[config.mk]
export PLATFORM = sky130hd
export DESIGN_NAME = sdu_divide_unit
export DESIGN_NICKNAME = d
export VERILOG_FILES = /design/src/rtl/sdu_pkg.sv /design/src/rtl/sdu_divide_unit.sv
export VERILOG_INCLUDE_DIRS = /design/src /design/src/rtl
export SDC_FILE = /design/constraint.sdc
export NUM_CORES = 1
export LEC_CHECK = 0
export BUFFER_PORTS_ARGS = -buffer_cell sky130_fd_sc_hd__buf_2
export CORE_UTILIZATION = 35
export DETAILED_ROUTE_END_ITERATION = 10
export GPL_TIMING_DRIVEN = 0
export PLACE_DENSITY_LB_ADDON = 0.08
export SKIP_LAST_GASP = 1
export SLEW_MARGIN = 5
export SYNTH_ARGS = -nofsm -noshare
export SYNTH_HDL_FRONTEND = slang
export SYNTH_SLANG_ARGS = --single-unit
[constraint.sdc]
create_clock -name clk -period 19.06 [get_ports clk]
set_input_delay 1.906 -clock clk [delete_from_list [all_inputs] [get_ports clk]]
set_output_delay 1.906 -clock clk [all_outputs]
set_load 0.03 [all_outputs]
[src/rtl/sdu_defs.svh]
// Register offsets, field positions, reset values and cycle counts of the divide unit
`ifndef SDU_DEFS_SVH
`define SDU_DEFS_SVH

// ----------------------------------------
// Register map (byte offsets)
// ----------------------------------------
`define SDU_ADDR_W       8
`define SDU_OFF_DIVISOR  8'h00
`define SDU_OFF_SHORT    8'h04
`define SDU_OFF_CTRL     8'h08
`define SDU_OFF_VECTOR   8'h0c
`define SDU_OFF_HIGH     8'h10
`define SDU_OFF_LOW      8'h14

// ----------------------------------------
// Fields and reset values
// ----------------------------------------
`define SDU_CTRL_IE_BIT  1
`define SDU_CTRL_OVF_BIT 0
`define SDU_VEC_W        7
`define SDU_VEC_RST      7'h00
`define SDU_Q_MAX        32'h7fffffff
`define SDU_Q_MIN        32'h80000000

// ----------------------------------------
// Cycle counts
// ----------------------------------------
`define SDU_CNT_W        6
`define SDU_NORM_CYC     6'd39
`define SDU_OVF_CYC      6'd6
`define SDU_FLAG_CYC     6'd3
`define SDU_STEPS        6'd32

`endif

[src/rtl/sdu_pkg.sv]
// Types shared by the divide unit
package sdu_pkg;
`include "sdu_defs.svh"

	// ----------------------------------------
	// Sequencer states
	// ----------------------------------------
	typedef enum logic {
		SDU_IDLE,
		SDU_RUN
	} sdu_state_e;

	// ----------------------------------------
	// One register access
	// ----------------------------------------
	typedef struct packed {
		logic                   wr;
		logic                   rd;
		logic [`SDU_ADDR_W-1:0] addr;
		logic [31:0]            wdata;
	} sdu_req_s;

endpackage

[src/rtl/sdu_divide_unit.sv]
// Memory-mapped signed divide unit, 64/32 and 32/32
//
// What this block does
// - High register holds dividend top, then remainder
// - Short start write sign-extends into high register
// - Dividend registers have no reset value
// - Low register write starts 64/32 division
// - Short start write also copies into low
// - Long result: quotient low, remainder high
// - Short start runs 32/32, quotient there, remainder high
// - Operands and results are two's-complement signed
// - Normal division finishes in 39 cycles
// - Overflow ends after 6 cycles, 3 flag, 3 steps
// - Overflow on zero divisor, unrepresentable quotient, or two negatives giving top quotient with a remainder
// - Overflow sets flag; request only when enabled
// - Enabled overflow leaves intermediate in both registers
// - Disabled overflow saturates quotient, keeps high intermediate
// - Overflow flag sticky, cleared only by software
// - Read right after write waits one cycle
// - Accesses during a division wait until done
// - Divisor register kept unchanged by division
// - Control: enable bit 1, flag bit 0
// - Vector register holds 7-bit vector number
`timescale 1ns/1ps
`include "sdu_defs.svh"

module sdu_divide_unit (
	// Clock and reset
	input  wire logic                   clk,
	input  wire logic                   reset,
	// Register port
	input  wire logic [`SDU_ADDR_W-1:0] bus_addr,
	input  wire logic [31:0]            bus_wdata,
	input  wire logic                   bus_wr,
	input  wire logic                   bus_rd,
	output logic      [31:0]            bus_rdata,
	output logic                        bus_rd_valid,
	output logic                        bus_stall,
	// Status and interrupt
	output logic                        busy,
	output logic                        overflow_irq_request,
	output logic      [`SDU_VEC_W-1:0]  irq_vector
);

	// ----------------------------------------
	// Helpers
	// ----------------------------------------
	function automatic logic [63:0] sdu_abs64(input logic [63:0] x);
		sdu_abs64 = x[63] ? (~x + 64'h1) : x;
	endfunction

	function automatic logic [31:0] sdu_neg32(input logic [31:0] x);
		sdu_neg32 = ~x + 32'h1;
	endfunction

	// One restoring step on the {remainder, quotient} pair
	function automatic logic [63:0] sdu_step(input logic [63:0] w, input logic [31:0] d);
		logic [64:0] s;
		logic [32:0] t;
		s = {w, 1'b0};
		t = s[64:32] - {1'b0, d};
		if (s[64:32] >= {1'b0, d}) begin
			s[64:32] = t;
			s[0] = 1'b1;
		end
		sdu_step = s[63:0];
	endfunction

	function automatic logic [31:0] sdu_rmux(
		input logic [`SDU_ADDR_W-1:0] a,
		input logic [31:0]            dv,
		input logic [31:0]            sh,
		input logic [31:0]            hi,
		input logic [31:0]            lo,
		input logic [31:0]            ct,
		input logic [31:0]            vc
	);
		if (a == `SDU_OFF_DIVISOR) begin
			sdu_rmux = dv;
		end else if (a == `SDU_OFF_SHORT) begin
			sdu_rmux = sh;
		end else if (a == `SDU_OFF_CTRL) begin
			sdu_rmux = ct;
		end else if (a == `SDU_OFF_VECTOR) begin
			sdu_rmux = vc;
		end else if (a == `SDU_OFF_HIGH) begin
			sdu_rmux = hi;
		end else if (a == `SDU_OFF_LOW) begin
			sdu_rmux = lo;
		end else begin
			sdu_rmux = 32'h0;
		end
	endfunction

	// ----------------------------------------
	// State
	// ----------------------------------------
	sdu_pkg::sdu_state_e        st;
	logic [`SDU_CNT_W-1:0]      cnt;
	logic                       ovf_q;
	logic                       short_q;
	logic                       neg_q;
	logic                       nsign_q;
	logic [31:0]                divisor_reg;
	logic [31:0]                short_dividend_start_reg;
	logic [31:0]                dividend_high_remainder;
	logic [31:0]                dividend_low_quotient;
	logic [63:0]                work;
	logic [63:0]                n_orig;
	logic                       overflow_irq_enable;
	logic                       overflow_flag;
	logic [`SDU_VEC_W-1:0]      vec;
	logic                       pend_valid;
	sdu_pkg::sdu_req_s          pend;
	logic                       last_wr;

	// ----------------------------------------
	// Access arbitration
	// ----------------------------------------
	sdu_pkg::sdu_req_s in_req;
	sdu_pkg::sdu_req_s ex;
	wire               in_any;
	wire               blocked;
	wire               use_pend;
	wire               in_go;
	wire               load_pend;
	wire               next_pend_valid;

	assign in_req = '{wr: bus_wr, rd: bus_rd, addr: bus_addr, wdata: bus_wdata};
	assign busy = (st == sdu_pkg::SDU_RUN);
	assign in_any = bus_wr | bus_rd;
	// Held while running, while an access is pending, or a read straight after a write
	assign blocked = busy | pend_valid | (bus_rd & last_wr);
	assign use_pend = pend_valid & ~busy & ~(pend.rd & last_wr);
	assign in_go = in_any & ~blocked;
	assign load_pend = in_any & blocked & (~pend_valid | use_pend);
	assign next_pend_valid = load_pend | (pend_valid & ~use_pend);
	// High: a strobe in this cycle would be dropped
	assign bus_stall = pend_valid & ~use_pend;
	assign ex = use_pend ? pend : (in_go ? in_req : '0);

	// ----------------------------------------
	// Register decode
	// ----------------------------------------
	wire wr_div   = ex.wr & (ex.addr == `SDU_OFF_DIVISOR);
	wire wr_short = ex.wr & (ex.addr == `SDU_OFF_SHORT);
	wire wr_ctrl  = ex.wr & (ex.addr == `SDU_OFF_CTRL);
	wire wr_vec   = ex.wr & (ex.addr == `SDU_OFF_VECTOR);
	wire wr_high  = ex.wr & (ex.addr == `SDU_OFF_HIGH);
	wire wr_low   = ex.wr & (ex.addr == `SDU_OFF_LOW);
	wire start    = wr_short | wr_low;

	wire [31:0] ctrl_rd = {30'h0, overflow_irq_enable, overflow_flag};
	wire [31:0] vec_rd  = {25'h0, vec};
	wire [31:0] rd_val  = sdu_rmux(ex.addr, divisor_reg, short_dividend_start_reg,
		dividend_high_remainder, dividend_low_quotient, ctrl_rd, vec_rd);

	// ----------------------------------------
	// Operand set-up and overflow check
	// ----------------------------------------
	wire [31:0] sext_hi = {32{ex.wdata[31]}};
	wire [63:0] n_start = wr_short ? {sext_hi, ex.wdata} : {dividend_high_remainder, ex.wdata};
	wire [63:0] n_mag   = sdu_abs64(n_start);
	wire [31:0] d_mag   = divisor_reg[31] ? sdu_neg32(divisor_reg) : divisor_reg;
	wire        neg_st  = n_start[63] ^ divisor_reg[31];
	wire [63:0] lim_pos = {1'b0, d_mag, 31'h0};
	wire [63:0] lim_neg = lim_pos + {32'h0, d_mag};
	wire [63:0] lim_max = lim_pos - {32'h0, d_mag};
	wire        both_neg = n_start[63] & divisor_reg[31];
	// Quotient magnitude must stay within the signed 32-bit range;
	// two negatives at the top quotient with a remainder left also overflow
	wire        ovf_st  = (divisor_reg == 32'h0) | (neg_st ? (n_mag >= lim_neg) : (n_mag >= lim_pos))
		| (both_neg & (n_mag > lim_max));

	// ----------------------------------------
	// Sequencer timing
	// ----------------------------------------
	wire [`SDU_CNT_W-1:0] last_cnt   = (ovf_q ? `SDU_OVF_CYC : `SDU_NORM_CYC) - 6'd1;
	wire [`SDU_CNT_W-1:0] first_step = ovf_q ? `SDU_FLAG_CYC : (`SDU_NORM_CYC - `SDU_STEPS);
	wire                  fin        = busy & (cnt == last_cnt);
	wire                  step_en    = busy & (cnt >= first_step);
	wire                  set_flag   = busy & ovf_q & (cnt == `SDU_FLAG_CYC - 6'd1);
	wire [63:0]           step_val   = sdu_step(work, d_mag);
	wire [31:0]           q_sgn      = neg_q ? sdu_neg32(step_val[31:0]) : step_val[31:0];
	wire [31:0]           r_sgn      = nsign_q ? sdu_neg32(step_val[63:32]) : step_val[63:32];
	wire [31:0]           q_sat      = neg_q ? `SDU_Q_MIN : `SDU_Q_MAX;
	wire [31:0]           q_ovf      = overflow_irq_enable ? step_val[31:0] : q_sat;
	wire [31:0]           res_lo     = ovf_q ? q_ovf : q_sgn;
	wire [31:0]           res_hi     = ovf_q ? step_val[63:32] : r_sgn;

	wire next_flag = set_flag | (wr_ctrl ? ex.wdata[`SDU_CTRL_OVF_BIT] : overflow_flag);

	always_ff @(posedge clk or posedge reset) begin
		if (reset) begin
			st <= sdu_pkg::SDU_IDLE;
			cnt <= '0;
			ovf_q <= 1'b0;
			short_q <= 1'b0;
			neg_q <= 1'b0;
			nsign_q <= 1'b0;
		end else if (start) begin
			st <= sdu_pkg::SDU_RUN;
			cnt <= 6'd1;
			ovf_q <= ovf_st;
			short_q <= wr_short;
			neg_q <= neg_st;
			nsign_q <= n_start[63];
		end else if (fin) begin
			st <= sdu_pkg::SDU_IDLE;
			cnt <= '0;
		end else if (busy) begin
			cnt <= cnt + 6'd1;
		end
	end

	// ----------------------------------------
	// Control, vector and bus state
	// ----------------------------------------
	always_ff @(posedge clk or posedge reset) begin
		if (reset) begin
			overflow_irq_enable <= 1'b0;
			overflow_flag <= 1'b0;
			vec <= `SDU_VEC_RST;
			pend_valid <= 1'b0;
			pend <= '0;
			last_wr <= 1'b0;
			bus_rdata <= 32'h0;
			bus_rd_valid <= 1'b0;
		end else begin
			overflow_flag <= next_flag;
			if (wr_ctrl) begin
				overflow_irq_enable <= ex.wdata[`SDU_CTRL_IE_BIT];
			end
			if (wr_vec) begin
				vec <= ex.wdata[`SDU_VEC_W-1:0];
			end
			pend_valid <= next_pend_valid;
			if (load_pend) begin
				pend <= in_req;
			end
			last_wr <= ex.wr;
			bus_rd_valid <= ex.rd;
			if (ex.rd) begin
				bus_rdata <= rd_val;
			end
		end
	end

	// ----------------------------------------
	// Data registers, left without reset
	// ----------------------------------------
	always_ff @(posedge clk) begin
		if (wr_div) begin
			divisor_reg <= ex.wdata;
		end
		if (wr_short) begin
			short_dividend_start_reg <= ex.wdata;
		end else if (fin & short_q) begin
			short_dividend_start_reg <= res_lo;
		end
		if (wr_short) begin
			dividend_high_remainder <= sext_hi;
		end else if (wr_high) begin
			dividend_high_remainder <= ex.wdata;
		end else if (fin) begin
			dividend_high_remainder <= res_hi;
		end
		if (start) begin
			dividend_low_quotient <= ex.wdata;
		end else if (fin) begin
			dividend_low_quotient <= res_lo;
		end
		if (start) begin
			work <= n_mag;
			n_orig <= n_start;
		end else if (step_en) begin
			work <= step_val;
		end
	end

	assign overflow_irq_request = overflow_flag & overflow_irq_enable;
	assign irq_vector = vec;
endmodule

==> results by group, run 1 <==
Clock network
  • CTS root buffer: clkbuf_16
  • Post-CTS Setup Repair Bufs: 0
  • # H-tree levels: 2
  • Post-CTS Hold Fix Bufs: 0
  • Clock sink total: 289
  • Clock Latency Late Sink: 0.58 ns
  • Post-CTS sizing: 0
  • TritonCTS Buffers: 35
  • Clock Tree Buf Depth: 3
  • Clock transition at path regs: 0.06 ns
  • CTS tree: yes

Floorplanning
  • DIE AREA: 73300 sq um
  • Boundary Pins: 87
  • Initial core utilization: 35.4%
  • Site row count: 98
  • Die height: approximately 270 microns
  • Core area: 71500 sq um
  • Die Width: 271 microns

Power and ir drop
  • Power density over cell area: 216 nW/um^2
  • Sequential Power Share: between 10% and 20%
  • Gate power share: 70.6%
  • Clock power frac: 11.7%
  • Psw: 3.50 mW
  • Pint: 2.74 mW
  • Max VDD drop: 104 uV
  • Lkg Pwr: 11.4 nW
  • Design Power: 6.24 mW
  • Sw frac: 56.1%

STA
  • Final setup fails: 0
  • Fmax achieved: 78.0 MHz
  • Slew margin rel.: less than 1%
  • Worst setup margin: 6.24 ns
  • Slew @ Worst Pin: 1.49 ns
  • Setup Skew: about 0.023 ns
  • Min cycle time layout: 12.82 ns
  • Final hold vios: 0
  • Slew Limit Fails: 0
  • Final setup TNS: 0 ns
  • RSZ-0062 raised after global routing: no
  • Final Cycle Share: between 60% and 70%

Job
  • Max Cap Viol: 1

Synth
  • Netlist Area Pre-Place: 25300 sq um
  • Count leader, synth: nor2_1
  • Synth Area in Simple Gates: 19.9%
  • Yosys reg bits: about 290
  • Adder-Cell Fraction of Synth Area: roughly 10%
  • Area contributors post-synth: edfxtp_1 23%, ha_1 9.9%, dfrtp_1 9.6%
  • Post-synthesis xor/xnor area fraction: 8.13%
  • Sequential share of the synthesized area: 32.4%
  • Syn nets: 3207
  • Largest area contributor in the netlist: edfxtp_1
  • Synth warnings: 0
  • Mapped Avg Cell Area: 8.54 sq um
  • Ys flop type: edfxtp_1
  • Mux contribution to synthesized area: 2.72%
  • Cell variety after synth: roughly 100
  • Mapped Cells: 2961
  • Post-synth EDFFs: 192
  • Post-synthesis compound-gate area fraction: 23.1%
  • Top cells by count, synth: 343 x nor2_1, 270 x nand2_1, 254 x a21oi_1, 201 x ha_1, 192 x edfxtp_1
  • Share of the synthesized area in the top cell type: 22.8%
  • Main combinational cell family by area after synthesis: compound AO/OA/AOI/OAI gates
  • Ys async rst share: approximately a third

Hold path
  • Hold WC Path Type: flop to flop

Placed design
  • Port bufs: 85
  • Placed Cells: around 4000
  • Cell area after placement: 27600 sq um
  • Dpl ws: 6.79 ns
  • Final HPWL DP: 102000 microns
  • Final GP Congestion: 1.03

Global routing
  • Total congestion overflow: 0
  • Number of global-route vias before repair: 24603
  • Global-route wire length before repair: 181000 microns
  • Antenna violations before repair: 7
  • Largest net degree at the start of global routing: 53
  • Total global-route track usage: 34.3%

Finish
  • Final instance area: 28900 sq um
  • Layout area overhead: 14.1%
  • Non-Filler Instances: 4096
  • Nets: 3360
  • Share of layout cells above drive strength 1: 10.2%
  • Biggest regs: work x64, pend x42
  • Filler Cells Inserted: 7251
  • Largest reg by FF count: work
  • Max FFs per register: between 60 and 70

Critical path
  • Worst-path fanout max: 10
  • Crit-path most repeated cell: or3_1
  • CP max stage cell: xor2_1
  • CP Data Required Time: 19.33 ns
  • Critical Path Source Type: flop
  • WP buf/inv: 8
  • Crit-path leading delay family: simple AND/OR/NAND/NOR gates
  • CP Class: flop to flop
  • Setup crit end kind: flop
  • Crit-path max cell delay: 0.83 ns
  • Crit path DAT: approximately 13 ns

Drt
  • Post-route DRC: 0
  • Post-DR wirelength/cell: 31.4 microns
  • 1st-iter DRT viols: about 2600
  • Final wirelength: 129000 microns
  • Vias/cell: 6.24
  • Vias: 25553
  • DRT antenna net count: 0
  • 1st-pass router iterations: 8

Run status
  • Failing checks: max-capacitance violations
  • Status: finished with violations
metrics by stage:
stage	hold WS (ns)	utilization, %
floorplan	0.448	-
global placement	0.459	37.6
detailed placement	0.460	38.6
CTS	0.474	40.3
global route	0.495	40.4
finish	0.470	40.4
power groups by stage:
stage                     sequential [mW]  combinational (mW)  clock, mW
after global routing                 1.12                4.65      0.759
after global placement               1.11                4.09          0
final                                1.10                4.41      0.729
after detailed placement             1.11                4.25          0
after CTS                            1.10                4.27      0.733
after floorplan                      1.08                2.46          0
layer usage:
layer,share of wire [%],GRT usage [%],vias to the layer above,routed length [microns]
met4,6.1,18.8,4,7800
met3,8.0,7.62,325,10300
met5,0.021,0,-,27
met1,39,41.9,12668,50700
met2,47,55.9,1205,59800
li1,-,-,11351,-
final cells by class:
cell class | count | area, sq um | area share (%)
Clock buffer | 52 | 1070 | 3.69
Inverter | 76 | 288 | 0.997
Tap cell | 950 | 1190 | 4.12
Antenna cell | 5 | 12.5 | 0.0434
Multi-Input combinational cell | 2434 | 16500 | 57.1
Timing Repair Buffer | 116 | 832 | 2.88
Sequential cell | 289 | 8190 | 28.4
Buffer | 162 | 643 | 2.23
Clock inverter | 12 | 155 | 0.538
layout by cell type, fill, tap and decap left out, types with 34 or more instances in the layout:
cell type	instances
mux2_2	46
or3_1	46
a22oi_1	61
nand3_1	46
clkbuf_16	40
dfrtp_1	97
edfxtp_1	192
a21o_1	83
clkbuf_1	147
nor2_1	343
nand4_1	54
o21ai_0	180
inv_1	72
nor4_1	38
ha_1	201
buf_2	95
nand2_1	267
nor3_1	76
a21oi_1	254
xnor2_1	94
o31ai_1	34
xor2_1	102
path summary, 6_finish.rpt:
check / start / to / slack (ns) / depth (start not counted)
max: divisor_reg[0] / dividend_low_quotient[30] / 6.24 / 31
min: bus_rdata[14] / bus_rdata[14] / 0.47 / 1
max reg2reg: divisor_reg[0] / dividend_low_quotient[30] / 6.24 / 31
min reg2reg: bus_rdata[14] / bus_rdata[14] / 0.47 / 1
max in group asynchronous: reset / nsign_q / 16.93 / 3
min in group asynchronous: reset / pend[14] / 1.40 / 2
cells by family (layout without fill, tap and decap cells):
kind of cell             Yosys count  in the layout
multiplexers                      63             63
XOR/XNOR                         231            231
AND/OR/NAND/NOR                 1049           1049
adder cells (fa/ha/maj)          204            204
buffers and inverters            238            418
flip-flops                       289            289
other                              1              6
AO/OA/AOI/OAI                    886            886
worst reg2reg max path, delay by kind of cell (launching register included):
family	cells	cell delay, ns
XOR/XNOR	1	0.83
flip-flops	1	0.64
AND/OR/NAND/NOR	13	4.47
adder cells (fa/ha/maj)	3	1.14
buffers and inverters	8	3.11
AO/OA/AOI/OAI	6	2.35
(Power assumes the default switching activity.)
==> inputs of run 2 (changes only) <==
Settings changed: ABC_AREA set to 1.
Clock period 19.06 ns to 13.26 ns, I/O delays scaled along.
==> run 2 against run 1 <==
  * The flow finishes with violations (max-capacitance violations, max-slew violations)
  * Flip-flop and latch count is the same
  * Synthesized area grew 3.0%
  * Wire length shrank 2.7%
  * Final cell count grew 18%
  * Setup slack lost 1.9 ns
  * Fmax grew 44%
  * Worst hold slack gained 0.00064 ns
  * Clock-buffer cell count shrank 6
  * Via count grew 6.7%
  * Power grew 30%
  * Clock power grew 29%
  * Sequential share of layout area shrank 0.076 points
  * Largest cell class unchanged
  * Highest routed layer unchanged
==> results by group, run 2 <==
Critical path
  • Worst-path fanout max: 10 (unchanged)
  • CP Data Required Time: 13.63 ns (-5.70 ns)
  • Critical Path Source Type: flop
  • Crit-path leading delay family: simple AND/OR/NAND/NOR gates
  • Crit-path max cell delay: 0.93 ns (+0.10 ns)
  • Crit-path most repeated cell: nand2_1
  • WP buf/inv: 7 (-1)
  • Crit path DAT: 9.27 ns (-3.81 ns)
  • Setup crit end kind: flop
  • CP Class: flop to flop
  • CP max stage cell: edfxtp_1

Job
  • Max Cap Viol: 1 (unchanged)

Drt
  • Vias: 27274 (+6.7%)
  • Post-DR wirelength/cell: 26.0 microns (-17%)
  • Post-route DRC: 0 (unchanged)
  • DRT antenna net count: 0 (unchanged)
  • 1st-pass router iterations: 6 (-2)
  • Vias/cell: 5.66 (-9.3%)
  • Final wirelength: 125000 microns (-2.7%)
  • 1st-iter DRT viols: 3160 (+20%)

Clock network
  • Post-CTS sizing: 0 (unchanged)
  • Post-CTS Setup Repair Bufs: 0 (unchanged)
  • CTS root buffer: clkbuf_16
  • # H-tree levels: 2 (unchanged)
  • CTS tree: yes
  • Clock Latency Late Sink: 0.57 ns (about the same)
  • TritonCTS Buffers: 34 (-2.9%)
  • Clock sink total: 289 (unchanged)
  • Clock transition at path regs: 0.07 ns (about the same)
  • Post-CTS Hold Fix Bufs: 0 (unchanged)
  • Clock Tree Buf Depth: 3 (unchanged)

Global routing
  • Total global-route track usage: 32.6% (-1.7 points)
  • Total congestion overflow: 0 (unchanged)
  • GR Util met1: 42.6% (+0.64 points)
  • Largest net degree at the start of global routing: 59 (+11%)
  • Global-route wire length before repair: 177000 microns (-2.0%)
  • Antenna violations before repair: 4 (-3)
  • GRT met3 Usage: 5.34% (-2.3 points)
  • Grt met2 use: 52.5% (-3.4 points)
  • Number of global-route vias before repair: 25303 (+2.8%)
  • Global routing's busiest layer: met2

STA
  • Min cycle time layout: 8.90 ns (-3.91 ns)
  • RSZ-0062 raised after global routing: no
  • Slew @ Worst Pin: 1.50 ns (+0.0162 ns)
  • Fmax achieved: 112 MHz (+44%)
  • Final Cycle Share: 67.1% (-0.11 points)
  • Final hold vios: 0 (unchanged)
  • Setup Skew: 0.0375 ns (+0.0141 ns)
  • Final setup TNS: 0 ns (unchanged)
  • Final setup fails: 0 (unchanged)
  • Slew Limit Fails: 5 (+5)
  • Slew margin rel.: -1.16% (-1.6 points)

Placed design
  • Cell area after placement: 27900 sq um (+1.1%)
  • Placed Cells: 4761 (+18%)
  • Final GP Congestion: 1.01 (-1.4%)
  • Port bufs: 86 (+1.2%)
  • Final HPWL DP: 104000 microns (+1.5%)

Synth
  • Mapped Avg Cell Area: 7.02 sq um (-18%)
  • Yosys reg bits: 289 (unchanged)
  • Largest area contributor in the netlist: edfxtp_1
  • Ys flop type: edfxtp_1
  • Sequential share of the synthesized area: 31.5% (-0.94 points)
  • Ys async rst share: 33.6% (unchanged)
  • Post-synth EDFFs: 192 (unchanged)
  • Count leader, synth: nand2_1
  • Netlist Area Pre-Place: 26000 sq um (+3.0%)
  • Synth warnings: 0 (unchanged)
  • Syn nets: 3954 (+23%)
  • Top cells by count, synth: 1002 x nand2_1, 426 x inv_1, 351 x o21ai_0, 324 x nor2_1, 201 x ha_1
  • Mapped Cells: 3708 (+25%)
  • Cell variety after synth: 68 (-31%)
  • Area contributors post-synth: edfxtp_1 22%, nand2_1 14%, ha_1 9.7%
  • Share of the synthesized area in the top cell type: 22.1% (-0.66 points)

Floorplanning
  • Boundary Pins: 87 (unchanged)
  • Site row count: 99 (+1.0%)
  • Core area: 73300 sq um (+2.6%)
  • Die height: 275 microns (+1.5%)
  • Initial core utilization: 35.5% (+0.14 points)
  • DIE AREA: 75500 sq um (+3.0%)
  • Die Width: 275 microns (+1.5%)

Power and ir drop
  • Max VDD drop: 138 uV (+33%)
  • Clock power frac: 11.6% (about the same)
  • Lkg Pwr: 13.2 nW (+16%)
  • Psw: 4.67 mW (+33%)
  • Sequential Power Share: 20.0% (+2.3 points)
  • Power density over cell area: 281 nW/um^2 (+30%)
  • Gate power share: 68.4% (-2.2 points)
  • Sw frac: 57.5% (+1.4 points)
  • Pint: 3.46 mW (+26%)

Finish
  • Max FFs per register: 64 (unchanged)
  • Layout area overhead: 11.1%
  • Commonest non-fill, non-tap cell in the layout: nand2_1
  • Register area: 8190 sq um (unchanged)
  • Nets: 4084 (+22%)
  • Footprint of the multi-input gates: 15700 sq um (-4.8%)
  • Final instance area: 28900 sq um (+0.27%)
  • Biggest regs: work x64, pend x42
  • Non-Filler Instances: 4822 (+18%)
  • Share of layout cells above drive strength 1: 7.30% (-2.9 points)
  • Largest reg by FF count: work
  • Commonest non-fill, non-tap cells in the layout: 1000 x nand2_1, 425 x inv_1, 348 x o21ai_0, 323 x nor2_1, 201 x ha_1
  • Filler Cells Inserted: 7946 (+9.6%)
  • Antenna Diode Count: 0 (-5)

Run status
  • Status: finished with violations
  • Failing checks: max-capacitance violations, max-slew violations

Hold path
  • Hold WC Path Type: flop to flop
[run 2: changes by cell type in the layout (fill, tap and decap cells not counted), sizes merged, moves of 26 or more]
cell / before / now
nand2: 270 / 1020
xnor2: 101 / 16
o21ai: 183 / 419
nand3: 47 / 194
or4: 26 / 0
inv: 76 / 438
mux2: 46 / 2
clkbuf: 189 / 130
or3: 47 / 1
nor2b: 31 / 0
nand2b: 27 / 0
a21oi: 254 / 181
a21o: 83 / 2
a22oi: 61 / 2
[run 2: final timing paths]
| kind | from | endpoint | slack (ns) | cells after the start |
|---|---|---|---|---|
| setup / recovery | divisor_reg[0] | short_dividend_start_reg[26] | 4.36 | 39 |
| hold / removal | bus_rdata[1] | bus_rdata[1] | 0.47 | 2 |
| setup reg to reg | divisor_reg[0] | short_dividend_start_reg[26] | 4.36 | 39 |
| hold reg to reg | bus_rdata[1] | bus_rdata[1] | 0.47 | 2 |
| max in group asynchronous | reset | bus_rdata[3] | 11.73 | 3 |
| min in group asynchronous | reset | pend[32] | 0.82 | 2 |
[run 2: per-layer routing]
metal,up-vias,part of all wire (%)
li1,12761,-
met1,12940,42
met2,1286,45
met3,281,7.9
met4,6,5.3
met5,-,0.033
[run 2: power groups by stage]
stage	logic, mW	registers [mW]	clock network (mW)
2_1_floorplan	3.29	1.63	0
3_3_place_gp	5.34	1.67	0
3_5_place_dp	5.37	1.64	0
4_1_cts	5.40	1.62	0.950
5_1_grt	5.98	1.65	0.978
6_report	5.56	1.63	0.942
[run 2: worst register-to-register path, delay by kind of cell (launching register included)]
family | cells | cell delay (ns)
AND/OR/NAND/NOR | 21 | 3.98
buffers and inverters | 7 | 1.27
flip-flops | 1 | 0.93
AO/OA/AOI/OAI | 8 | 1.42
adder cells (fa/ha/maj) | 3 | 1.11
[run 2: through the flow]
step           utilization, %  worst slack [ns]  total power [mW]  hold slack [ns]
2_1_floorplan               -              7.43              4.92            0.453
3_3_place_gp             37.7              4.40              7.01            0.461
3_5_place_dp             38.0              4.57              7.01            0.461
4_1_cts                  39.5              4.54              7.97            0.477
5_1_grt                  39.5              3.78              8.61            0.509
6_report                 39.5              4.36              8.13            0.471
[run 2: logic make-up after synthesis]
logic type	after synthesis	share of synthesized area [%]
adders and majority gates	202	9.73
DFF	289	31.5
xor gates and xnor gates	152	5.11
buffers and inverters	565	8.54
AOI/OAI and AO/OA	765	16.8
other	1	0.0144
and+or+nand+nor	1732	28.2
muxes	2	0.0865
[run 2: final cells by class]
cell class,instances,share of cell area [%]
multi-input cells,2854,54.2
flip-flops and latches,289,28.3
inverters,442,5.74
well taps,959,4.15
clock buffers,46,3.17
repair buffers,94,1.96
plain buffers,123,1.95
clock inverters,15,0.515
